### config.mk
export PLATFORM = sky130hd
export DESIGN_NAME = drive_position_monitor
export DESIGN_NICKNAME = d
export VERILOG_FILES = /design/src/inc/drive_pos_pkg.sv /design/src/logic/drive_position_monitor.sv /design/src/logic/persist_timer.sv
export SDC_FILE = /design/constraint.sdc
export NUM_CORES = 1
export LEC_CHECK = 0
export BUFFER_PORTS_ARGS = -buffer_cell sky130_fd_sc_hd__clkbuf_2
export CAP_MARGIN = 10
export CORE_UTILIZATION = 51
export DETAILED_ROUTE_END_ITERATION = 10
export PLACE_DENSITY = 0.8
export SLEW_MARGIN = 20
export SYNTH_ARGS = -nofsm -noshare
export SYNTH_HDL_FRONTEND = slang
export SYNTH_SLANG_ARGS = --single-unit
### constraint.sdc
create_clock -name clk_in -period 6 [get_ports clk_in]
set_clock_uncertainty 0.2 [all_clocks]
set_input_delay 0 -clock clk_in [delete_from_list [all_inputs] [get_ports clk_in]]
set_output_delay 0 -clock clk_in [all_outputs]
set_load 0.005 [all_outputs]
### src/inc/drive_pos_pkg.sv
// Constants and types for the drive position monitor
// Operation
// [RL1] On error stop motor per fault code: 0 coast, 1 slow ramp, 2 quick ramp.
// [RL2] Requested mode is signed 8-bit, -2 to 10, 5 reserved, 0 no change.
// [RL3] Read-only mode display shows the mode actually in effect, same encoding.
// [RL4] Commanded position is a read-only signed 32-bit value in user units.
// [RL5] Raw actual position is read-only signed 32-bit in encoder increments.
// [RL6] Homing zeroes commanded and measured positions, leaves raw position alone.
// [RL7] Host treats raw position as invalid when encoder resolution is zero.
// [RL8] Status bit 13 sets when deviation exceeds lag window longer than timeout.
// [RL9] Lag window all ones disables following-error monitoring completely.
// [RL10] With a lag reaction configured, an error history entry is recorded.
// [RL11] Lag timeout is an unsigned 16-bit millisecond count.
// [RL12] Status bit 10 sets when position stays within window longer than window time.
// [RL13] Target window all-ones value switches target-reached monitoring off.
// [RL14] Target test only in profile and interpolated position modes, symmetric window.
// [RL15] Target window time is an unsigned 16-bit millisecond duration.
// [RL16] Monitor status bits live in the drive status word read by the host.
// [RL17] Millisecond persistence counter restarts when condition false; flag past limit.
package drive_pos_pkg;
    localparam int unsigned CLK_HZ = 200_000_000;
    localparam int unsigned MS_PER_S = 1000;
    localparam int unsigned MS_CYCLES = CLK_HZ / MS_PER_S;

    localparam logic [15:0] ADDR_REQ_MODE = 16'h6060;
    localparam logic [15:0] ADDR_MODE_DISP = 16'h6061;
    localparam logic [15:0] ADDR_CMD_POS = 16'h6062;
    localparam logic [15:0] ADDR_RAW_POS = 16'h6063;
    localparam logic [15:0] ADDR_MEAS_POS = 16'h6064;
    localparam logic [15:0] ADDR_LAG_WIN = 16'h6065;
    localparam logic [15:0] ADDR_LAG_TMO = 16'h6066;
    localparam logic [15:0] ADDR_TGT_WIN = 16'h6067;
    localparam logic [15:0] ADDR_TGT_TIME = 16'h6068;

    localparam logic [7:0] RST_MODE = 8'h00;
    localparam logic [31:0] RST_LAG_WIN = 32'h0000_0100;
    localparam logic [15:0] RST_LAG_TMO = 16'h0064;
    localparam logic [31:0] RST_TGT_WIN = 32'h0000_000a;
    localparam logic [15:0] RST_TGT_TIME = 16'h0064;
    localparam logic [31:0] WIN_OFF = 32'hffff_ffff;
    localparam logic [31:0] TGT_WIN_OFF = 32'h0fff_ffff;

    localparam int STAT_TGT_BIT = 10;
    localparam int STAT_LAG_BIT = 13;

    localparam logic [7:0] MODE_AUTO_SETUP = 8'hfe;
    localparam logic [7:0] MODE_CLK_DIR = 8'hff;
    localparam logic [7:0] MODE_NONE = 8'h00;
    localparam logic [7:0] MODE_PROF_POS = 8'h01;
    localparam logic [7:0] MODE_RESERVED = 8'h05;
    localparam logic [7:0] MODE_INTERP_POS = 8'h07;
    localparam logic [7:0] MODE_CS_TORQUE = 8'h0a;

    typedef enum logic [1:0] {
        STOP_COAST = 2'b00,
        STOP_SLOW = 2'b01,
        STOP_QUICK = 2'b10,
        STOP_NONE = 2'b11
    } stop_action_t;

    localparam logic [15:0] FAULT_COAST = 16'h0000;
    localparam logic [15:0] FAULT_SLOW = 16'h0001;
    localparam logic [15:0] FAULT_QUICK = 16'h0002;
endpackage

### src/logic/drive_position_monitor.sv
// Drive position parameters, mode handling and position supervisors
`timescale 1ns/100ps
module drive_position_monitor
    import drive_pos_pkg::*;
#(
    parameter int unsigned TICK_CYCLES = MS_CYCLES
)
(
    input wire logic clk_in,
    input wire logic srst_in,
    input wire logic obj_wr_in,
    input wire logic [15:0] obj_addr_in,
    input wire logic [31:0] obj_wdata_in,
    output logic [31:0] obj_rdata_out,
    output logic obj_ack_out,
    output logic obj_err_out,
    input wire logic obj_rd_in,
    input wire logic [7:0] mode_active_in,
    input wire logic [31:0] demand_pos_in,
    input wire logic [31:0] actual_pos_in,
    input wire logic [31:0] raw_pos_in,
    input wire logic [31:0] target_pos_in,
    input wire logic homing_done_in,
    input wire logic fault_in,
    input wire logic [15:0] fault_code_in,
    input wire logic lag_reaction_en_in,
    output logic [15:0] status_word_out,
    output drive_pos_pkg::stop_action_t stop_action_out,
    output logic history_wr_out
);
    import drive_pos_pkg::*;

    // Configuration registers
    logic [7:0] req_mode_r, req_mode_nxt;
    logic [31:0] lag_win_r, lag_win_nxt;
    logic [15:0] lag_tmo_r, lag_tmo_nxt;
    logic [31:0] tgt_win_r, tgt_win_nxt;
    logic [15:0] tgt_time_r, tgt_time_nxt;
    // Observed position registers
    logic [7:0] disp_mode_r, disp_mode_nxt;
    logic [31:0] cmd_pos_r, cmd_pos_nxt;
    logic [31:0] raw_pos_r, raw_pos_nxt;
    logic [31:0] meas_pos_r, meas_pos_nxt;
    logic [31:0] home_dem_off_r, home_dem_off_nxt;
    logic [31:0] home_act_off_r, home_act_off_nxt;
    // Bus answer
    logic [31:0] rdata_r, rdata_nxt;
    logic ack_r, ack_nxt;
    logic err_r, err_nxt;
    // Fault and history
    stop_action_t stop_r, stop_nxt;
    logic hist_r, hist_nxt;
    logic lag_flag_d_r;
    // Millisecond divider
    logic [$clog2(TICK_CYCLES)-1:0] div_r, div_nxt;
    logic ms_tick;

    logic mode_ok;
    logic [31:0] lag_dev, tgt_dev;
    logic lag_cond, tgt_cond;
    logic lag_flag, tgt_flag;

    function automatic logic [31:0] abs_diff(input logic [31:0] a, input logic [31:0] b);
        logic [31:0] d;
        d = a - b;
        abs_diff = d[31] ? (32'h0000_0000 - d) : d;
    endfunction

    // Divider: one-cycle tick each millisecond
    always_comb begin
        div_nxt = div_r + 1'b1;
        ms_tick = 1'b0;
        if (div_r == ($clog2(TICK_CYCLES))'(TICK_CYCLES - 1)) begin
            div_nxt = '0;
            ms_tick = 1'b1;
        end
    end

    always_ff @(posedge clk_in) begin
        if (srst_in) begin
            div_r <= '0;
        end else begin
            div_r <= div_nxt;
        end
    end

    // Register writes
    always_comb begin
        req_mode_nxt = req_mode_r;
        lag_win_nxt = lag_win_r;
        lag_tmo_nxt = lag_tmo_r;
        tgt_win_nxt = tgt_win_r;
        tgt_time_nxt = tgt_time_r;
        if (obj_wr_in) begin
            case (obj_addr_in)
                ADDR_REQ_MODE: begin
                    // Out-of-range or reserved codes are refused, value kept
                    if (($signed(obj_wdata_in[7:0]) >= $signed(MODE_AUTO_SETUP)) &&
                        ($signed(obj_wdata_in[7:0]) <= $signed(MODE_CS_TORQUE)) &&
                        (obj_wdata_in[7:0] != MODE_RESERVED)) begin
                        req_mode_nxt = obj_wdata_in[7:0]; // RL2
                    end
                end
                ADDR_LAG_WIN: lag_win_nxt = obj_wdata_in;
                ADDR_LAG_TMO: lag_tmo_nxt = obj_wdata_in[15:0]; // RL11
                ADDR_TGT_WIN: tgt_win_nxt = obj_wdata_in;
                ADDR_TGT_TIME: tgt_time_nxt = obj_wdata_in[15:0]; // RL15
                default: begin
                end
            endcase
        end
    end

    always_ff @(posedge clk_in) begin
        if (srst_in) begin
            req_mode_r <= RST_MODE;
            lag_win_r <= RST_LAG_WIN;
            lag_tmo_r <= RST_LAG_TMO;
            tgt_win_r <= RST_TGT_WIN;
            tgt_time_r <= RST_TGT_TIME;
        end else begin
            req_mode_r <= req_mode_nxt;
            lag_win_r <= lag_win_nxt;
            lag_tmo_r <= lag_tmo_nxt;
            tgt_win_r <= tgt_win_nxt;
            tgt_time_r <= tgt_time_nxt;
        end
    end

    // Position tracking; homing captures offsets so user-unit values read zero
    always_comb begin
        home_dem_off_nxt = home_dem_off_r;
        home_act_off_nxt = home_act_off_r;
        if (homing_done_in) begin
            home_dem_off_nxt = demand_pos_in; // RL6
            home_act_off_nxt = actual_pos_in; // RL6
        end
        disp_mode_nxt = mode_active_in; // RL3
        cmd_pos_nxt = demand_pos_in - home_dem_off_nxt; // RL4
        meas_pos_nxt = actual_pos_in - home_act_off_nxt;
        raw_pos_nxt = raw_pos_in; // RL5
    end

    always_ff @(posedge clk_in) begin
        if (srst_in) begin
            home_dem_off_r <= '0;
            home_act_off_r <= '0;
            disp_mode_r <= RST_MODE;
            cmd_pos_r <= '0;
            meas_pos_r <= '0;
            raw_pos_r <= '0;
        end else begin
            home_dem_off_r <= home_dem_off_nxt;
            home_act_off_r <= home_act_off_nxt;
            disp_mode_r <= disp_mode_nxt;
            cmd_pos_r <= cmd_pos_nxt;
            meas_pos_r <= meas_pos_nxt;
            raw_pos_r <= raw_pos_nxt;
        end
    end

    // Supervisor conditions
    assign lag_dev = abs_diff(meas_pos_r, cmd_pos_r);
    assign tgt_dev = abs_diff(meas_pos_r, target_pos_in - home_act_off_r);
    assign mode_ok = (disp_mode_r == MODE_PROF_POS) || (disp_mode_r == MODE_INTERP_POS); // RL14
    assign lag_cond = (lag_win_r != WIN_OFF) && (lag_dev > lag_win_r); // RL9
    assign tgt_cond = (tgt_win_r != TGT_WIN_OFF) && (tgt_win_r != WIN_OFF) &&
                      mode_ok && (tgt_dev < tgt_win_r); // RL13

    persist_timer u_lag_timer (
        .clk_in(clk_in),
        .srst_in(srst_in),
        .ms_tick_in(ms_tick),
        .cond_in(lag_cond),
        .limit_ms_in(lag_tmo_r),
        .flag_out(lag_flag)
    );

    persist_timer u_tgt_timer (
        .clk_in(clk_in),
        .srst_in(srst_in),
        .ms_tick_in(ms_tick),
        .cond_in(tgt_cond),
        .limit_ms_in(tgt_time_r),
        .flag_out(tgt_flag)
    );

    always_comb begin
        status_word_out = '0; // RL16
        status_word_out[STAT_LAG_BIT] = lag_flag; // RL8
        status_word_out[STAT_TGT_BIT] = tgt_flag; // RL12
    end

    // Fault reaction and error history pulse
    always_comb begin
        stop_nxt = STOP_NONE;
        if (fault_in) begin
            case (fault_code_in)
                FAULT_COAST: stop_nxt = STOP_COAST; // RL1
                FAULT_SLOW: stop_nxt = STOP_SLOW; // RL1
                FAULT_QUICK: stop_nxt = STOP_QUICK; // RL1
                default: stop_nxt = STOP_NONE;
            endcase
        end
        // One entry per rising edge of the lag flag, not per cycle held
        hist_nxt = lag_reaction_en_in && lag_flag && !lag_flag_d_r; // RL10
    end

    always_ff @(posedge clk_in) begin
        if (srst_in) begin
            stop_r <= STOP_NONE;
            hist_r <= 1'b0;
            lag_flag_d_r <= 1'b0;
        end else begin
            stop_r <= stop_nxt;
            hist_r <= hist_nxt;
            lag_flag_d_r <= lag_flag;
        end
    end

    assign stop_action_out = stop_r;
    assign history_wr_out = hist_r;

    // Object read and write answers, one cycle after the request
    always_comb begin
        rdata_nxt = '0;
        ack_nxt = obj_rd_in || obj_wr_in;
        err_nxt = 1'b0;
        case (obj_addr_in)
            ADDR_REQ_MODE: rdata_nxt = {{24{req_mode_r[7]}}, req_mode_r}; // RL2
            ADDR_MODE_DISP: begin
                rdata_nxt = {{24{disp_mode_r[7]}}, disp_mode_r}; // RL3
                err_nxt = obj_wr_in;
            end
            ADDR_CMD_POS: begin
                rdata_nxt = cmd_pos_r; // RL4
                err_nxt = obj_wr_in;
            end
            ADDR_RAW_POS: begin
                rdata_nxt = raw_pos_r; // RL5
                err_nxt = obj_wr_in;
            end
            ADDR_MEAS_POS: begin
                rdata_nxt = meas_pos_r;
                err_nxt = obj_wr_in;
            end
            ADDR_LAG_WIN: rdata_nxt = lag_win_r;
            ADDR_LAG_TMO: rdata_nxt = {16'h0000, lag_tmo_r};
            ADDR_TGT_WIN: rdata_nxt = tgt_win_r;
            ADDR_TGT_TIME: rdata_nxt = {16'h0000, tgt_time_r};
            default: err_nxt = obj_rd_in || obj_wr_in;
        endcase
        if (!obj_rd_in) begin
            rdata_nxt = '0;
        end
    end

    always_ff @(posedge clk_in) begin
        if (srst_in) begin
            rdata_r <= '0;
            ack_r <= 1'b0;
            err_r <= 1'b0;
        end else begin
            rdata_r <= rdata_nxt;
            ack_r <= ack_nxt;
            err_r <= err_nxt;
        end
    end

    assign obj_rdata_out = rdata_r;
    assign obj_ack_out = ack_r;
    assign obj_err_out = err_r;

    a_lag_off_quiet: assert property (@(posedge clk_in) disable iff (srst_in) // RL9
        (lag_win_r == WIN_OFF) [*3] |-> !status_word_out[STAT_LAG_BIT])
        else $error("lag flag raised while monitoring off");
    a_tgt_mode_gate: assert property (@(posedge clk_in) disable iff (srst_in) // RL14
        (!mode_ok) [*3] |-> !status_word_out[STAT_TGT_BIT])
        else $error("target flag outside position modes");
    a_tgt_off_quiet: assert property (@(posedge clk_in) disable iff (srst_in) // RL13
        (tgt_win_r == TGT_WIN_OFF || tgt_win_r == WIN_OFF) [*3]
        |-> !status_word_out[STAT_TGT_BIT])
        else $error("target flag raised while monitoring off");
    a_fault_slow: assert property (@(posedge clk_in) disable iff (srst_in) // RL1
        fault_in && fault_code_in == FAULT_SLOW |=> stop_action_out == STOP_SLOW)
        else $error("slow ramp stop not issued");
    a_fault_quick: assert property (@(posedge clk_in) disable iff (srst_in) // RL1
        fault_in && fault_code_in == FAULT_QUICK |=> stop_action_out == STOP_QUICK)
        else $error("quick ramp stop not issued");
    a_homing_zero: assert property (@(posedge clk_in) disable iff (srst_in) // RL6
        homing_done_in |=> cmd_pos_r == '0 && meas_pos_r == '0)
        else $error("positions not zeroed by homing");
    a_raw_tracks: assert property (@(posedge clk_in) disable iff (srst_in) // RL5
        1'b1 |=> raw_pos_r == $past(raw_pos_in))
        else $error("raw position not tracking");
    a_disp_tracks: assert property (@(posedge clk_in) disable iff (srst_in) // RL3
        1'b1 |=> disp_mode_r == $past(mode_active_in))
        else $error("mode display not tracking");
    a_hist_needs_lag: assert property (@(posedge clk_in) disable iff (srst_in) // RL10
        history_wr_out |-> $past(lag_reaction_en_in) && $past(status_word_out[STAT_LAG_BIT]))
        else $error("history entry without lag error");
    a_mode_reserved: assert property (@(posedge clk_in) disable iff (srst_in) // RL2
        obj_wr_in && obj_addr_in == ADDR_REQ_MODE && obj_wdata_in[7:0] == MODE_RESERVED
        |=> $stable(req_mode_r))
        else $error("reserved mode accepted");

    c_lag_flag: cover property (@(posedge clk_in) $rose(status_word_out[STAT_LAG_BIT]));
    c_tgt_flag: cover property (@(posedge clk_in) $rose(status_word_out[STAT_TGT_BIT]));
    c_history: cover property (@(posedge clk_in) history_wr_out);
    c_homing: cover property (@(posedge clk_in) homing_done_in);
endmodule

### src/logic/persist_timer.sv
// Millisecond persistence timer for one position supervisor
`timescale 1ns/100ps
module persist_timer (
    input wire logic clk_in,
    input wire logic srst_in,
    input wire logic ms_tick_in,
    input wire logic cond_in,
    input wire logic [15:0] limit_ms_in,
    output logic flag_out
);
    logic [16:0] cnt_r;
    logic [16:0] cnt_nxt;
    logic flag_r;
    logic flag_nxt;

    // Saturating count avoids a wrap that would drop a held flag
    always_comb begin
        cnt_nxt = cnt_r;
        flag_nxt = flag_r;
        if (!cond_in) begin
            cnt_nxt = '0; // RL17
            flag_nxt = 1'b0;
        end else begin
            if (ms_tick_in && !cnt_r[16]) begin
                cnt_nxt = cnt_r + 17'h00001;
            end
            flag_nxt = (cnt_r > {1'b0, limit_ms_in}); // RL17
        end
    end

    always_ff @(posedge clk_in) begin
        if (srst_in) begin
            cnt_r <= '0;
            flag_r <= 1'b0;
        end else begin
            cnt_r <= cnt_nxt;
            flag_r <= flag_nxt;
        end
    end

    assign flag_out = flag_r;

    a_flag_needs_cond: assert property (@(posedge clk_in) disable iff (srst_in) // RL17
        !cond_in |=> !flag_out)
        else $error("persistence flag set without condition");
endmodule

==> results.toml <==
[route]
routed_wl_microns = 90600
detail_route.vias_per_cell = 5.97
wire_per_inst_microns = 21.3
remaining_drc_errors = 0
drt_first_pass_iters = 9
dr_total_vias = 25351
drtIter0Drc = 2588
postRouteAntennaNets = 0

[run_status]
status = "complete, no violations"

[run]
drv_cap = 0

[power_and_ir_drop]
swShare = 0.404
power_frac_clock = 0.239
combPwrFrac = 0.521
seqPwrFrac = 0.240
power_density_nw_per_um2 = 358
p_switching_mw = 4.47
internal_power_mw = 6.59
leakagePower_nw = 12.9
peakVddDrop_uv = 255

[synthesis]
synth.area.top_cells = "dfxtp_1, ha_1, nand2_1, a21oi_1, inv_1"
synthDistinctLibCells = 101
yosysSeqAreaShare = 0.290
syn_area_per_cell_sq_um = 8.06
synth_top_cell_by_area = "dfxtp_1"
synth_edf_count = 0
ys.flop_type = "dfxtp_1"
ys_warn_count = 0
post_synth_inst_count = 3111
netlist.area_leader.share = 0.290
synth_area_sq_um = 25100
ys_seq_elements = 364
async_reset_ff_frac = 0

[timing]
worst_pin_slew_ns = 1.13
finalWorstSetupSlack_ns = 0.139
max_slew_margin = 0.245
hold_viol = 0
fin_crit_ns = 5.86
drv_slew = 0
clock.fmax_mhz = 171
fin_crit_sh = 0.977
finalSetupViolations = 0

[floorplan]
die_area_sq_um = 50100
die-width_microns = 224
coreArea_sq_um = 48100
start_util = 0.521
die_y_microns = 224
io_pins = 260
core.rowCount = 80

[final_layout]
num-fill-cells = 3931
diodes = 0
final_nets = 4024
area_growth_pct = 23.3
drive_gt1_frac = 0.136
utilization = 0.642

[cts]
clock_latency_ns = 0.58
ctsRootBufferMaster = "clkbuf_16"
numCtsBuffers = 41
htree_levels = 2
clkSinkCount = 364
clk_pin_slew_ns = 0.07
cts_tree = "done"
cts_buffer_depth = 3

[setup_path]
cp_slowest_cell = "ha_1"
cp_top_family = "compound AO/OA/AOI/OAI gates"
cp-start-kind = "flip-flop"
worstPathArrival_ns = 6.12
slowest_delay_ns = 0.41
timing.critical_path.mode_cell = "a21o_1"
worstPathRequired_ns = 6.26
cp_num_buf_inv = 3
worst-setup-path-type = "flip-flop to flip-flop"
path_max_fanout = 20
worstSetupEndpointType = "flip-flop"

[global_routing]
grt_pass1_wl_microns = 137000
overflow = 0
grt_use_total = 0.353
grt_pass1_vias = 24005
antenna_found_initial = 1
grt_max_degree = 135

[hold_path]
hold_class = "input port to flip-flop"

[placement]
dp_hpwl_microns = 65400
gp_congestion = 1.03
post-place-ws_ns = -0.0660
io_buffers = 245
[power by group through the flow]
stage          Clock (mW)  Combinational, mW  Sequential (mW)
6_report             2.65               5.77             2.66
2_1_floorplan           0               3.90             2.63
3_3_place_gp            0               5.23             2.69
4_1_cts              2.65               5.43             2.65
3_5_place_dp            0               5.28             2.70
5_1_grt              2.75               6.33             2.66
[kinds of logic (layout without fill, tap and decap cells)]
kind of cell	Yosys count	count (layout)	synth area share
AND/OR/NAND/NOR	1052	1052	0.204
AO/OA/AOI/OAI	728	728	0.193
buffers and inverters	419	883	0.0658
flip-flops	364	364	0.290
adder cells (fa/ha/maj)	259	259	0.139
XOR/XNOR	190	190	0.0681
multiplexers	98	98	0.0394
other	1	14	0.000149
[area by class of cell]
class                           instances  area, sq um  share of cell area
Clock buffer                           53         1160              0.0376
Tap cell                              656          821              0.0265
Inverter                              290         1090              0.0352
Clock inverter                         20          241             0.00781
Timing Repair Buffer                  520         3880               0.125
Multi-Input combinational cell       2341        16400               0.532
Sequential cell                       364         7290               0.236
[synth_stat cells (51+ instances only)]
cell type and number:
nand2_1 351, a31oi_1 51, dfxtp_1 364, nor3_1 60, ha_1 225, nand4_1 55
a21oi_1 241, mux2i_1 91, nor2b_1 82, xor2_1 84, o21ai_0 90, nor2_1 270
clkbuf_1 98, a21o_1 66, xnor2_1 103, inv_1 290
[repair_timing]
action	CTS	global route
pin swaps	0	15
endpoints found under the setup margin	18	36
hold endpoints to repair	303	0
hold buffers	204	0
gates cloned	0	0
setup buffers	0	10
gates resized for setup	1	51
[final timing paths]
check	start	end	slack, ns	cells after the start
max	meas_pos_r[3]$_SDFF_PP0_	u_lag_timer.cnt_r[5]$_SDFFE_PP0P_	0.14	25
min	raw_pos_in[8]	raw_pos_r[8]$_SDFF_PP0_	0.02	3
max reg2reg	meas_pos_r[3]$_SDFF_PP0_	u_lag_timer.cnt_r[5]$_SDFFE_PP0P_	0.14	25
min reg2reg	div_r[0]$_SDFF_PP0_	div_r[0]$_SDFF_PP0_	0.26	1
[tightest hold or removal path, stage by stage]
cell           delay [ns]
dlygate4sd3_1        0.52
clkbuf_2             0.10
nor2b_1              0.12
[routing by layer]
layer  vias to the layer above  track usage  wire length (microns)
met5                         -            0                     19
met4                         2        0.163                   4530
met3                       291       0.0892                   9700
met2                      1427        0.541                  39100
met1                     11861        0.465                  37200
li1                      11770            -                      -
[sequential cells by signal (all words and copies together) (netlist names), 2 cells and up]
register / count
obj_rdata_out: 32
tgt_time_r: 16
meas_pos_r: 32
cmd_pos_r: 32
disp_mode_r: 8
home_act_off_r: 32
req_mode_r: 8
lag_tmo_r: 16
tgt_win_r: 32
lag_win_r: 32
u_lag_timer.cnt_r: 17
u_tgt_timer.cnt_r: 17
div_r: 18
stop_action_out: 2
home_dem_off_r: 32
raw_pos_r: 32
[through the flow]
stage	hold WS [ns]	std cells	power (mW)	TNS, ns	cell area (sq um)
final	0.0172	4244	11.1	0	30900
after global placement	-0.0137	3957	7.92	0	27200
after global routing	0.0325	4244	11.7	-0.0214	30900
after CTS	0.000393	4234	10.7	0	30600
after floorplan	-0.0935	3124	6.53	0	25100
after detailed placement	-0.0106	3957	7.97	-0.397	27200
[layout by cell type (no fill, tap or decap), types with 15 or more instances in the layout]
master and n:
nand4_1 55, dlygate4sd3_1 204, dfxtp_1 361, mux2i_1 91, a221oi_1 19, xor2_1 84
o21a_1 39, o21ai_0 86, nand2b_1 20, nor2b_1 82, and2_1 25, and3_1 25
a22oi_1 22, clkbuf_16 42, nor2_1 265, a21oi_1 235, buf_4 66, nand2_1 350
o21ai_1 15, a211oi_1 35, a31oi_1 50, ha_1 216, xnor2_1 101, a21o_1 66
nor3_1 55, clkbuf_2 243, nand3_1 48, inv_1 290, a222oi_1 17, fa_1 34
nand3b_1 18
(Power assumes the default switching activity.)
